--- src/pkg/srs_pkg.sv ---
// Package: constants and types for the shift register sequencer
// Summary of operation
// - Shift low: parallel data loads on edge
// - Shift high: contents move right each edge
// - Ring: first three zero forces 1000 load
// - Twisted ring cycles through eight states
// - All-ones loads 0111, then shifts around
// - Detect 1011 loop, reload 0111
// - Shifter: 00 hold, 01 right, 10 left on {q_hi, q_lo}; O_WIDE gives {q_lo, q_hi}
// - Modulo feedback: xor stages 1,4 or 3,4
// - Complemented 3,4 recurrence skips all-ones
// - Load N when end state 1110 reached
// - Lock input holds counter at period end
// - All-ones treated as end-of-period state
// - Stages update on falling clock edge
// - Clear input empties all stages
package srs_pkg;
  localparam int STAGES = 4;
  localparam int WIDE = 8;
  localparam logic [3:0] RING_SEED = 4'h8;
  localparam logic [3:0] TWIST_SEED = 4'h7;
  localparam logic [3:0] TWIST_FULL = 4'hF;
  localparam logic [3:0] TWIST_BAD = 4'hB;
  localparam logic [3:0] MOD_END = 4'hE;
  localparam logic [3:0] MOD_FULL = 4'hF;
  localparam logic [3:0] CLEAR_WORD = 4'h0;
  localparam logic [7:0] WIDE_CLEAR = 8'h00;
  // Stage A is bit 3, stage D is bit 0
  localparam int ST_A = 3;
  localparam int ST_B = 2;
  localparam int ST_C = 1;
  localparam int ST_D = 0;

  typedef enum logic [3:0] {
    SRS_RING = 4'h1,
    SRS_TWIST = 4'h2,
    SRS_MOD = 4'h4,
    SRS_LR = 4'h8
  } srs_mode_type;

  typedef struct packed {
    logic load;
    logic shift;
  } srs_ctl_type;
endpackage : srs_pkg

--- src/verilog/srs_top.sv ---
// Design: four sequencers built on two instances of one 4-bit shift stage cell
module srs_stage (
  input wire logic i_clk,
  input wire logic i_rst_b,
  input wire logic i_shift,
  input wire logic i_ser,
  input wire logic [3:0] i_par,
  output logic [3:0] o_q
);
  logic [3:0] q_ff;
  wire logic [3:0] nxt_q = i_shift ? {i_ser, q_ff[3:1]} : i_par;

  // Falling edge with async clear, as the stage itself is built
  always_ff @(negedge i_clk or negedge i_rst_b) begin
    if (!i_rst_b) begin
      q_ff <= srs_pkg::CLEAR_WORD;
    end else begin
      q_ff <= nxt_q;
    end
  end
  assign o_q = q_ff;
endmodule : srs_stage

module srs_top (
  input wire logic I_MCLK,
  input wire logic I_RST_B,
  input wire logic I_CLR_B,
  input wire srs_pkg::srs_mode_type I_MODE,
  input wire logic I_SHIFT,
  input wire logic I_LOAD,
  input wire logic I_SER,
  input wire logic I_SER_LEFT,
  input wire logic I_TAPS_AD,
  input wire logic [3:0] I_PAR,
  input wire logic [3:0] I_MOD_N,
  output logic [3:0] O_Q,
  output logic [7:0] O_WIDE,
  output logic O_END
);
  // Pins pass two flops, the reset pin one; sync reset gates the stage clear
  logic [13:0] sy1_ff;
  logic [13:0] sy2_ff;
  logic rst_ok_ff;
  // Mode is a pin too, so it is synchronised like the rest
  logic [3:0] mode_sy1_ff;
  logic [3:0] mode_sy2_ff;
  wire logic [3:0] mode_s = mode_sy2_ff;
  wire logic [13:0] raw = {I_CLR_B, I_SHIFT, I_LOAD, I_SER, I_SER_LEFT,
    I_TAPS_AD, I_PAR, I_MOD_N};
  always_ff @(posedge I_MCLK) begin
    sy1_ff <= raw;
    sy2_ff <= sy1_ff;
    rst_ok_ff <= I_RST_B;
    mode_sy1_ff <= I_MODE;
    mode_sy2_ff <= mode_sy1_ff;
  end
  wire logic clr_b = sy2_ff[13];
  wire logic s_shift = sy2_ff[12];
  wire logic s_load = sy2_ff[11];
  wire logic s_ser = sy2_ff[10];
  wire logic s_serl = sy2_ff[9];
  wire logic s_taps_ad = sy2_ff[8];
  wire logic [3:0] s_par = sy2_ff[7:4];
  wire logic [3:0] s_mod_n = sy2_ff[3:0];
  // Reset combines the bench reset with the clear pin
  wire logic stage_rst_b = rst_ok_ff & clr_b;

  logic [3:0] q;
  logic [3:0] q_hi;
  logic [3:0] q_lo;

  // Ring: first three stages zero forces the seed in
  wire logic ring_zero = (q[3:1] == 3'h0);
  wire logic ring_shift = !ring_zero;

  // Twisted ring: complemented last stage feeds first
  wire logic tw_full = (q == srs_pkg::TWIST_FULL);
  wire logic tw_bad = (q == srs_pkg::TWIST_BAD);
  wire logic tw_shift = !(tw_full || tw_bad);
  wire logic tw_ser = !q[srs_pkg::ST_D];

  // Modulo: complemented xor keeps all-ones out of the loop
  wire logic mod_tap = s_taps_ad ? q[srs_pkg::ST_A] : q[srs_pkg::ST_C];
  wire logic mod_ser = !(mod_tap ^ q[srs_pkg::ST_D]);
  wire logic mod_end = (q == srs_pkg::MOD_END) || (q == srs_pkg::MOD_FULL);
  // Lock turns the end-state load into a self reload (hold)
  wire logic [3:0] mod_par = s_load ? q : s_mod_n;
  wire logic mod_shift = !mod_end;

  // Left/right: load high with shift low means shift left
  wire logic lr_left = s_load && !s_shift;
  wire logic lr_right = !s_load && s_shift;
  wire logic [7:0] wide = {q_hi, q_lo};
  wire logic [7:0] wide_l = {wide[6:0], s_serl};
  wire logic [7:0] wide_hold = lr_left ? wide_l : wide;
  wire logic lr_shift = lr_right;

  logic main_shift;
  logic main_ser;
  logic [3:0] main_par;
  always_comb begin
    main_shift = s_shift;
    main_ser = s_ser;
    main_par = s_par;
    unique case (mode_s)
      srs_pkg::SRS_RING: begin
        main_shift = ring_shift;
        main_ser = q[srs_pkg::ST_D];
        main_par = srs_pkg::RING_SEED;
      end
      srs_pkg::SRS_TWIST: begin
        main_shift = tw_shift;
        main_ser = tw_ser;
        main_par = srs_pkg::TWIST_SEED;
      end
      srs_pkg::SRS_MOD: begin
        main_shift = mod_shift;
        main_ser = mod_ser;
        main_par = mod_par;
      end
      srs_pkg::SRS_LR: begin
        main_shift = lr_shift;
        main_ser = q_hi[0];
        main_par = wide_hold[3:0];
      end
      default: begin
        main_shift = s_shift;
        main_ser = s_ser;
        main_par = s_par;
      end
    endcase
  end
  wire logic is_lr = (mode_s == srs_pkg::SRS_LR);
  wire logic is_ring = (mode_s == srs_pkg::SRS_RING);
  wire logic is_twist = (mode_s == srs_pkg::SRS_TWIST);
  wire logic is_mod = (mode_s == srs_pkg::SRS_MOD);
  wire logic hi_shift = is_lr ? lr_shift : s_shift;
  wire logic [3:0] hi_par = is_lr ? wide_hold[7:4] : s_par;

  srs_stage u_lo (
    .i_clk(I_MCLK),
    .i_rst_b(stage_rst_b),
    .i_shift(main_shift),
    .i_ser(main_ser),
    .i_par(main_par),
    .o_q(q_lo)
  );
  // Upper stage only serves the 8-bit shifter; it feeds the low stage on right shifts
  srs_stage u_hi (
    .i_clk(I_MCLK),
    .i_rst_b(stage_rst_b),
    .i_shift(hi_shift),
    .i_ser(s_ser),
    .i_par(hi_par),
    .o_q(q_hi)
  );
  assign q = q_lo;
  assign O_Q = q_lo;
  assign O_WIDE = is_lr ? {q_lo, q_hi} : srs_pkg::WIDE_CLEAR;
  assign O_END = is_mod && mod_end;
endmodule : srs_top

--- config.mk ---
export PLATFORM = sky130hd
export DESIGN_NAME = srs_top
export DESIGN_NICKNAME = d
export VERILOG_FILES = /design/src/pkg/srs_pkg.sv /design/src/verilog/srs_top.sv
export SDC_FILE = /design/constraint.sdc
export NUM_CORES = 1
export LEC_CHECK = 0
export BUFFER_PORTS_ARGS = -buffer_cell sky130_fd_sc_hd__buf_2
export CAP_MARGIN = 30
export CORE_MARGIN = 8
export CORE_UTILIZATION = 35
export CTS_BUF_LIST = sky130_fd_sc_hd__clkbuf_4 sky130_fd_sc_hd__clkbuf_8
export CTS_CLUSTER_SIZE = 40
export DETAILED_ROUTE_END_ITERATION = 6
export PLACE_DENSITY_LB_ADDON = 0.05
export SETUP_SLACK_MARGIN = 0.3
export SKIP_LAST_GASP = 1
export SYNTH_ARGS = -nofsm -noshare
export SYNTH_HDL_FRONTEND = slang
export SYNTH_SLANG_ARGS = --single-unit
--- constraint.sdc ---
create_clock -name I_MCLK -period 1.5 [get_ports I_MCLK]
set_input_delay 0.15 -clock I_MCLK [delete_from_list [all_inputs] [get_ports I_MCLK]]
set_output_delay 0.15 -clock I_MCLK [all_outputs]
set_load 0.02 [all_outputs]
==> results.json, run 1 <==
{
  "crit_path_end_kind": "flop",
  "max-cap-violations": 0,
  "synthesis.instances": 149,
  "wl_um": 4630,
  "start_kind": "flop",
  "synthArstFlopShare_pct": 17.8,
  "avgSynthCellArea_um2": 11.5,
  "grt_pass1_vias": 1519,
  "area_growth_syn_to_layout_pct": 65.5,
  "synth_seq_cells": 45,
  "final-max-slew-violation-count": 0,
  "die_h_um": 85.9,
  "dpl.hpwl_um": 3360,
  "viasPerCell": 4.64,
  "crit_type": "reg2reg",
  "regArea_um2": 951,
  "ys_warn_count": 0,
  "grt.overflow.total": 0,
  "cts_tree": "done",
  "drive_above_1_share_pct": 50.2,
  "drc": 0,
  "syn-num-nets": 169,
  "drt_iter0_markers": 45,
  "synth_top_flop_cell": "dfxtp_1",
  "hold_path.class": "reg2reg",
  "place_area_um2": 2220,
  "port_buffers": 32,
  "nets": 275,
  "setup_viol": 21,
  "gp_congestion": 0.839,
  "num_vias": 1493,
  "cp.arrival_ns": 1.77,
  "power_density_nw_per_um2": 1060,
  "utilization_pct": 59.9,
  "start_util_pct": 36.2,
  "fp.coreArea_um2": 4720,
  "grt_setup_unrepaired": "yes",
  "cts-root-buf": "clkbuf_8",
  "crit_path_max_fanout": 4,
  "clkSinkCount": 45,
  "violations": "negative setup slack",
  "fin_skew_ns": 0.0102,
  "status": "finished, violations left",
  "crit_required_ns": 0.88,
  "h-tree-depth": 2,
  "synth_area_um2": 1710,
  "rows": 25,
  "top_level_ports": 33,
  "ys_types": 47,
  "stdcell_area_um2": 2830,
  "wl_per_cell_um": 14.4,
  "clkLatencyLatePin_ns": 0.30,
  "relSlewSlack_pct": 77.7,
  "ant_nets": 0,
  "grt_usage_pct": 12.7,
  "antenna_cells": 0,
  "leakage_uw": 0.00129,
  "multiInputGateArea_um2": 754,
  "yosysSeqAreaShare_pct": 55.0,
  "cts_buffer_depth": 2,
  "die_area_um2": 7380,
  "firstDrtPassIters": 4,
  "grt_pass1_wl_um": 7300,
  "numCtsBuffers": 5,
  "worstMarginPinSlew_ns": 0.332,
  "antenna_found_initial": 0,
  "clkSlewWorstSetupHoldPaths_ns": 0.08,
  "ir_worst_vdd_v": 0.000711,
  "fin_ws_ns": -0.880,
  "grt_max_degree": 15,
  "synth_edf_count": 0,
  "fill_cells": 410,
  "die_w_um": 85.9,
  "hold_viol": 0
}
==> layout by cell type, fill, tap and decap left out, types with 3 or more instances in the layout <==
master,Yosys,final
o221ai_1,4,3
dfrtn_1,8,8
buf_4,2,47
nor2_1,7,5
dlygate4sd3_1,0,19
o21ai_0,4,3
nand2_2,1,3
clkbuf_8,0,5
a211o_1,4,4
inv_1,9,7
nand2_1,6,4
buf_6,2,23
mux2i_1,9,9
buf_2,2,19
dfxtp_1,37,33
a22o_1,6,6
a32o_1,3,3
and2_4,0,5
==> final cells by class <==
| class | count | area share, % |
|---|---|---|
| Sequential cell | 45 | 33.6 |
| Timing Repair Buffer | 108 | 31.7 |
| Multi-Input combinational cell | 86 | 26.7 |
| Tap cell | 67 | 2.96 |
| Clock buffer | 5 | 2.43 |
| Clock inverter | 2 | 1.37 |
| Inverter | 9 | 1.28 |
==> final timing paths <==
kind | start | to | slack, ns | cells past startpoint
max | mode_s[3] | u_hi.o_q[1] | -0.88 | 6
max reg2reg | mode_s[3] | u_hi.o_q[1] | -0.88 | 6
min | sy1_ff[9] | sy2_ff[9] | 0.33 | 0
min reg2reg | sy1_ff[9] | sy2_ff[9] | 0.33 | 0
min in group asynchronous | sy2_ff[13] | u_lo.o_q[2] | 0.82 | 1
max in group asynchronous | rst_ok_ff | u_lo.o_q[0] | 0.48 | 1
==> per-stage QoR <==
step | power (uW) | setup TNS (ns) | setup WS, ns | hold WS (ns) | std cells
final | 3000 | -13.17 | -0.880 | 0.327 | 322
after global routing | 3130 | -14.26 | -0.965 | 0.335 | 322
after CTS | 2980 | -13.49 | -0.947 | 0.328 | 318
after detailed placement | 1900 | -9.80 | -0.948 | 0.254 | 280
after global placement | 1900 | -9.75 | -0.930 | 0.252 | 280
after floorplan | 1650 | -7.85 | -0.781 | 0.178 | 149
==> report_power, final <==
part / internal, uW / switching [uW] / leakage (uW)
sequential: 1290 / 67.8 / 0.000410
combinational: 440 / 311 / 0.000821
clock: 493 / 400 / 0.0000546
==> cell families after synthesis <==
kind of cell	count (synthesis)	synth area share, %
simple gates	37	14.3
compound gates	39	19.5
flops	45	55.0
mux	9	5.27
buf+inv	18	5.41
xor+xnor	1	0.512
==> cell usage after synthesis (3+ instances only) <==
cell type	number	share of area [%]
o21ai_0	4	1.2
a211o_1	4	2.0
o22ai_1	3	1.1
dfrtn_1	8	12
o221ai_1	4	2.0
nor2_1	7	1.5
mux2i_1	9	5.3
nand2_1	6	1.3
dfxtp_1	37	43
a32o_1	3	1.8
a22o_1	6	3.1
inv_1	9	2.0
and2_1	6	2.2
==> routing by layer <==
layer	part of all wire, %	GRT usage [%]
met1	46	15.5
met4	0.76	3.34
met5	0	0
met2	49	21.0
met3	4.3	3.82
==> worst max-delay path, stage by stage, from the launching register on <==
cell and delay, ns:
dfxtp_2 0.34, buf_6 0.11, or4b_4 0.53, o31ai_4 0.10, o211ai_4 0.13, nor2_4 0.17, mux2i_1 0.10
==> state kept, by name, indices dropped and copies added, names as in the netlist <==
name	cells
mode_s	4
mode_sy1_ff	4
rst_ok_ff	1
sy1_ff	14
sy2_ff	14
u_hi.o_q	4
u_lo.o_q	4
==> repair_timing <==
action / in CTS / in global routing
setup buffers: 12 / 4
hold buffers: 19 / 0
gates resized for setup: 44 / 15
endpoints found under the setup margin: 21 / 29
pin swaps: 12 / 7
endpoints found under the hold margin: 19 / 0
(Power assumes the default switching activity.)
==> inputs of run 2 (changes only) <==
MAX_ROUTING_LAYER = met4   (was unset)
==> results.json, run 2 (synthesized netlist as in run 1, its figures left out) <==
{
  "clkSlewWorstSetupHoldPaths_ns": 0.10,
  "ir_worst_vdd_v": 0.000781,
  "crit_path_max_fanout": 7,
  "drt_iter0_markers": 66,
  "status": "finished, violations left",
  "min_path_cells": 0,
  "antenna_cells": 0,
  "grt_usage_pct": 13.6,
  "cp.arrival_ns": 1.82,
  "drc": 0,
  "cts-root-buf": "clkbuf_8",
  "top_regs": "sy1_ff x14, sy2_ff x14",
  "dp_slack_ns": -0.991,
  "relSlewSlack_pct": 76.9,
  "crit_required_ns": 0.90,
  "wl_per_cell_um": 14.4,
  "wl_um": 4750,
  "place_area_um2": 2240,
  "antenna_found_initial": 0,
  "die_h_um": 85.9,
  "start_util_pct": 36.2,
  "grt_setup_unrepaired": "yes",
  "setup_viol": 21,
  "clkLatencyLatePin_ns": 0.30,
  "stdcell_area_um2": 2840,
  "viasPerCell": 4.75,
  "gp_congestion": 0.854,
  "port_buffers": 32,
  "cts_tree": "done",
  "final-max-slew-violation-count": 0,
  "power_density_nw_per_um2": 1040,
  "grt_pass1_wl_um": 7570,
  "fin_skew_ns": 0.00986,
  "clkSinkCount": 45,
  "violations": "negative setup slack",
  "crit_path_end_kind": "flop",
  "hold_viol": 0,
  "dpl.hpwl_um": 3370,
  "ant_nets": 0,
  "h-tree-depth": 2,
  "cts_buffer_depth": 2,
  "nets": 282,
  "grt_max_degree": 18,
  "num_vias": 1569,
  "leakage_uw": 0.00130,
  "die_area_um2": 7380,
  "final_common_cell": "buf_4",
  "rows": 25,
  "start_kind": "flop",
  "crit_type": "reg2reg",
  "worstMarginPinSlew_ns": 0.344,
  "fill_cells": 406,
  "dp_cells": 282,
  "max-cap-violations": 0,
  "grt.overflow.total": 0,
  "reg2reg_depth": 6,
  "fin_cells": 330,
  "layout_common_cells": "buf_4, dfxtp_1, dlygate4sd3_1, buf_2, buf_6",
  "fp.coreArea_um2": 4720,
  "numCtsBuffers": 5,
  "firstDrtPassIters": 4,
  "die_w_um": 85.9,
  "area_growth_syn_to_layout_pct": 66.1,
  "top_level_ports": 33,
  "hold_path.class": "reg2reg",
  "grt_pass1_vias": 1607,
  "drive_above_1_share_pct": 51.3,
  "fin_ws_ns": -0.924
}
[run 2: cell types whose count changed in the layout (fill, tap and decap cells not counted), moves of 2 or more]
cell     previous run  this run
buf_6              23        19
buf_4              47        58
dfxtp_2             2         4
dfxtp_4             2         0
[run 2: per-layer routing]
metal	vias up	wire length (um)	track usage, %
met5	-	0	-
met4	0	116	4.94
met2	43	2270	22.5
li1	767	-	-
met1	747	2150	15.5
met3	12	204	3.63
[run 2: path summary, 6_finish.rpt]
| kind | start | endpoint | slack [ns] |
|---|---|---|---|
| min in group asynchronous | sy2_ff[13] | u_lo.o_q[2] | 0.83 |
| hold reg to reg | mode_sy1_ff[3] | mode_s[3] | 0.32 |
| setup reg to reg | mode_s[3] | u_hi.o_q[2] | -0.92 |
| setup / recovery | mode_s[3] | u_hi.o_q[2] | -0.92 |
| max in group asynchronous | rst_ok_ff | u_hi.o_q[0] | 0.45 |
| hold / removal | mode_sy1_ff[3] | mode_s[3] | 0.32 |
[run 2: where the power goes]
part | internal (uW) | total [uW] | switching [uW] | leakage (uW)
Clock | 352 | 816 | 464 | 0.0000511
Combinational | 452 | 768 | 317 | 0.000842
Sequential | 1290 | 1360 | 66.3 | 0.000409
[run 2: timing repair]
item                       CTS  global route
hold endpoints to repair    19             0
pin swaps                   16             6
setup endpoints to repair   29            21
buffers inserted            15             6
resized for setup           38            14
hold buffers                19             0
[run 2: worst max-delay path, stage by stage (launching register included)]
cell and delay, ns:
dfxtp_2 0.34, buf_6 0.13, or4b_4 0.53, o31ai_4 0.09, o211ai_4 0.14, nor2_4 0.18
mux2i_1 0.10
[run 2: cell type report]
class	instances	area (um2)	share of cell area [%]
Timing Repair Buffer	115	935	32.9
Clock buffer	5	68.8	2.42
Sequential cell	45	946	33.3
Clock inverter	3	28.8	1.01
Multi-Input combinational cell	86	742	26.1
Inverter	9	36.3	1.28
Tap cell	67	83.8	2.95
[run 2: metrics by stage]
step	setup TNS (ns)	utilization (%)	power [uW]	hold WS, ns
3_5_place_dp	-9.84	47.4	1910	0.254
5_1_grt	-14.47	60.1	3090	0.329
3_3_place_gp	-9.83	47.4	1910	0.252
6_report	-13.44	60.1	2940	0.317
4_1_cts	-13.42	58.3	2930	0.321
2_1_floorplan	-7.85	-	1650	0.178
==> inputs of run 3 (changes only) <==
ABC_AREA = 1   (was unset)
==> results.json, run 3 <==
{
  "synth_edf_count": 0,
  "drc": 0,
  "synth_area_um2": 1560,
  "synthArstFlopShare_pct": 17.8,
  "avgSynthCellArea_um2": 9.23,
  "power_density_nw_per_um2": 1060,
  "rr_startpoint": "mode_s[0]",
  "yosysMostFrequentCell": "nand2_1",
  "top_regs": "sy1_ff x14, sy2_ff x14",
  "antenna_cells": 0,
  "synth_top_flop_cell": "dfxtp_1",
  "fill_cells": 374,
  "crit_required_ns": 0.89,
  "cts_tree": "done",
  "wl_um": 3880,
  "ys_top_cells_by_area": "dfxtp_1, dfrtn_1, nand2_1",
  "drive_above_1_share_pct": 48.7,
  "yosys.area_share.simple_pct": 28.5,
  "min_from": "sy1_ff[9]",
  "ys_types": 20,
  "top_level_ports": 33,
  "fin_skew_ns": 0.0159,
  "clkLatencyLatePin_ns": 0.30,
  "stdcell_area_um2": 2630,
  "worstMarginPinSlew_ns": 0.283,
  "start_util_pct": 36.1,
  "setup_viol": 21,
  "dpl.hpwl_um": 2750,
  "grt_setup_unrepaired": "yes",
  "grt_pass1_vias": 1446,
  "fin_cells": 325,
  "final_common_cell": "nand2_1",
  "port_buffers": 32,
  "muxShareOfSynthArea_pct": 0,
  "min_to": "sy2_ff[9]",
  "yosysSeqAreaShare_pct": 60.3,
  "grt_max_degree": 16,
  "die_area_um2": 6850,
  "crit_path_max_fanout": 8,
  "grt_pass1_wl_um": 6410,
  "place_area_um2": 2010,
  "die_h_um": 82.8,
  "synth_top_family_by_area": "simple AND/OR/NAND/NOR gates",
  "ir_worst_vdd_v": 0.000621,
  "yosysTopAreaCellShare_pct": 47.5,
  "min_path_cells": 0,
  "clkSlewWorstSetupHoldPaths_ns": 0.09,
  "crit_type": "reg2reg",
  "violations": "negative setup slack",
  "ant_nets": 0,
  "drt_iter0_markers": 63,
  "firstDrtPassIters": 4,
  "rows": 24,
  "area_growth_syn_to_layout_pct": 68.8,
  "start_kind": "flop",
  "gp_congestion": 0.848,
  "synthAdderAreaFrac_pct": 0,
  "status": "finished, violations left",
  "fin_hold_ws_ns": 0.325,
  "final-max-slew-violation-count": 0,
  "yosys.area.top_type": "dfxtp_1",
  "clkSinkCount": 45,
  "cts-root-buf": "clkbuf_8",
  "reg2reg_depth": 6,
  "fin_ws_ns": -0.680,
  "fp.coreArea_um2": 4320,
  "synthesis.instances": 169,
  "layout_common_cells": "nand2_1, buf_4, dfxtp_1",
  "num_vias": 1422,
  "cp.arrival_ns": 1.57,
  "crit_path_end_kind": "flop",
  "relSlewSlack_pct": 81.1,
  "syn-num-nets": 189,
  "wl_per_cell_um": 11.9,
  "cts_buffer_depth": 2,
  "synth_seq_cells": 45,
  "grt.overflow.total": 0,
  "nets": 292,
  "synth_compound_area_share_pct": 5.69,
  "hold_path.class": "reg2reg",
  "numCtsBuffers": 5,
  "h-tree-depth": 2,
  "leakage_uw": 0.00129,
  "r2r_end": "u_hi.o_q[2]",
  "grt_usage_pct": 12.7,
  "antenna_found_initial": 0,
  "reg2reg_setup_slack_ns": -0.68,
  "viasPerCell": 4.38,
  "dp_cells": 280,
  "hold_viol": 0,
  "synthXorXnorAreaFrac_pct": 0,
  "max-cap-violations": 0,
  "synthTopCellsByCount": "nand2_1, dfxtp_1, nand3_1",
  "dp_slack_ns": -0.686,
  "ys_warn_count": 0,
  "die_w_um": 82.8
}
## run 3: worst max-delay path by stage
stage / from / endpoint / slack [ns] / depth (start not counted)
floorplan: mode_s[1] / u_hi.o_q[1] / -0.63 / 7
global placement: mode_s[2] / u_lo.o_q[3] / -0.67 / 10
detailed placement: mode_s[2] / u_lo.o_q[3] / -0.69 / 10
CTS: u_lo.o_q[3] / O_END / -0.65 / 4
global route: mode_s[0] / u_hi.o_q[2] / -0.78 / 6
finish: mode_s[0] / u_hi.o_q[2] / -0.68 / 6
## run 3: report_power, final
part | leakage [uW] | switching (uW) | internal [uW]
sequential | 0.000411 | 72.7 | 1290
clock | 0.0000478 | 413 | 379
combinational | 0.000829 | 276 | 354
## run 3: through the flow
step	TNS (ns)	total power [uW]	utilization (%)
global route	-13.56	2950	60.9
CTS	-11.84	2690	57.6
detailed placement	-8.39	1780	46.6
global placement	-8.28	1780	46.6
floorplan	-6.40	1580	-
finish	-11.87	2780	60.9
## run 3: cell type report
type	count	area (um2)	area share [%]
Clock buffer	6	82.6	3.14
Clock inverter	2	16.3	0.618
Inverter	20	78.8	2.99
Multi-Input combinational cell	103	628	23.8
Sequential cell	45	951	36.1
Tap cell	52	65.1	2.47
Timing Repair Buffer	97	812	30.8
## run 3: cells by family after synthesis
logic type / count (synthesis)
buf+inv: 21
compound gates: 12
flops: 45
simple gates: 91
## run 3: timing repair
action                                  4_1_cts  5_1_grt
endpoints found under the hold margin        19        0
setup buffers                                 8       10
hold buffers                                 19        0
endpoints found under the setup margin       21       29
pin swaps                                    22        8
gates resized for setup                      43       20
## run 3: worst max-delay path, cell delays in order, from the launching register on
cell and delay [ns]:
dfxtp_4 0.37, nor2_4 0.21, nand2_4 0.10, o21ai_4 0.25, nand3b_1 0.14, o211ai_1 0.10
o21ai_1 0.10
## run 3: layer usage
metal / vias up / track usage [%] / wire length, um
li1: 745 / - / -
met1: 646 / 15.1 / 1820
met2: 27 / 19.7 / 1860
met3: 4 / 4.22 / 171
met4: 0 / 4.31 / 30
met5: - / - / 0
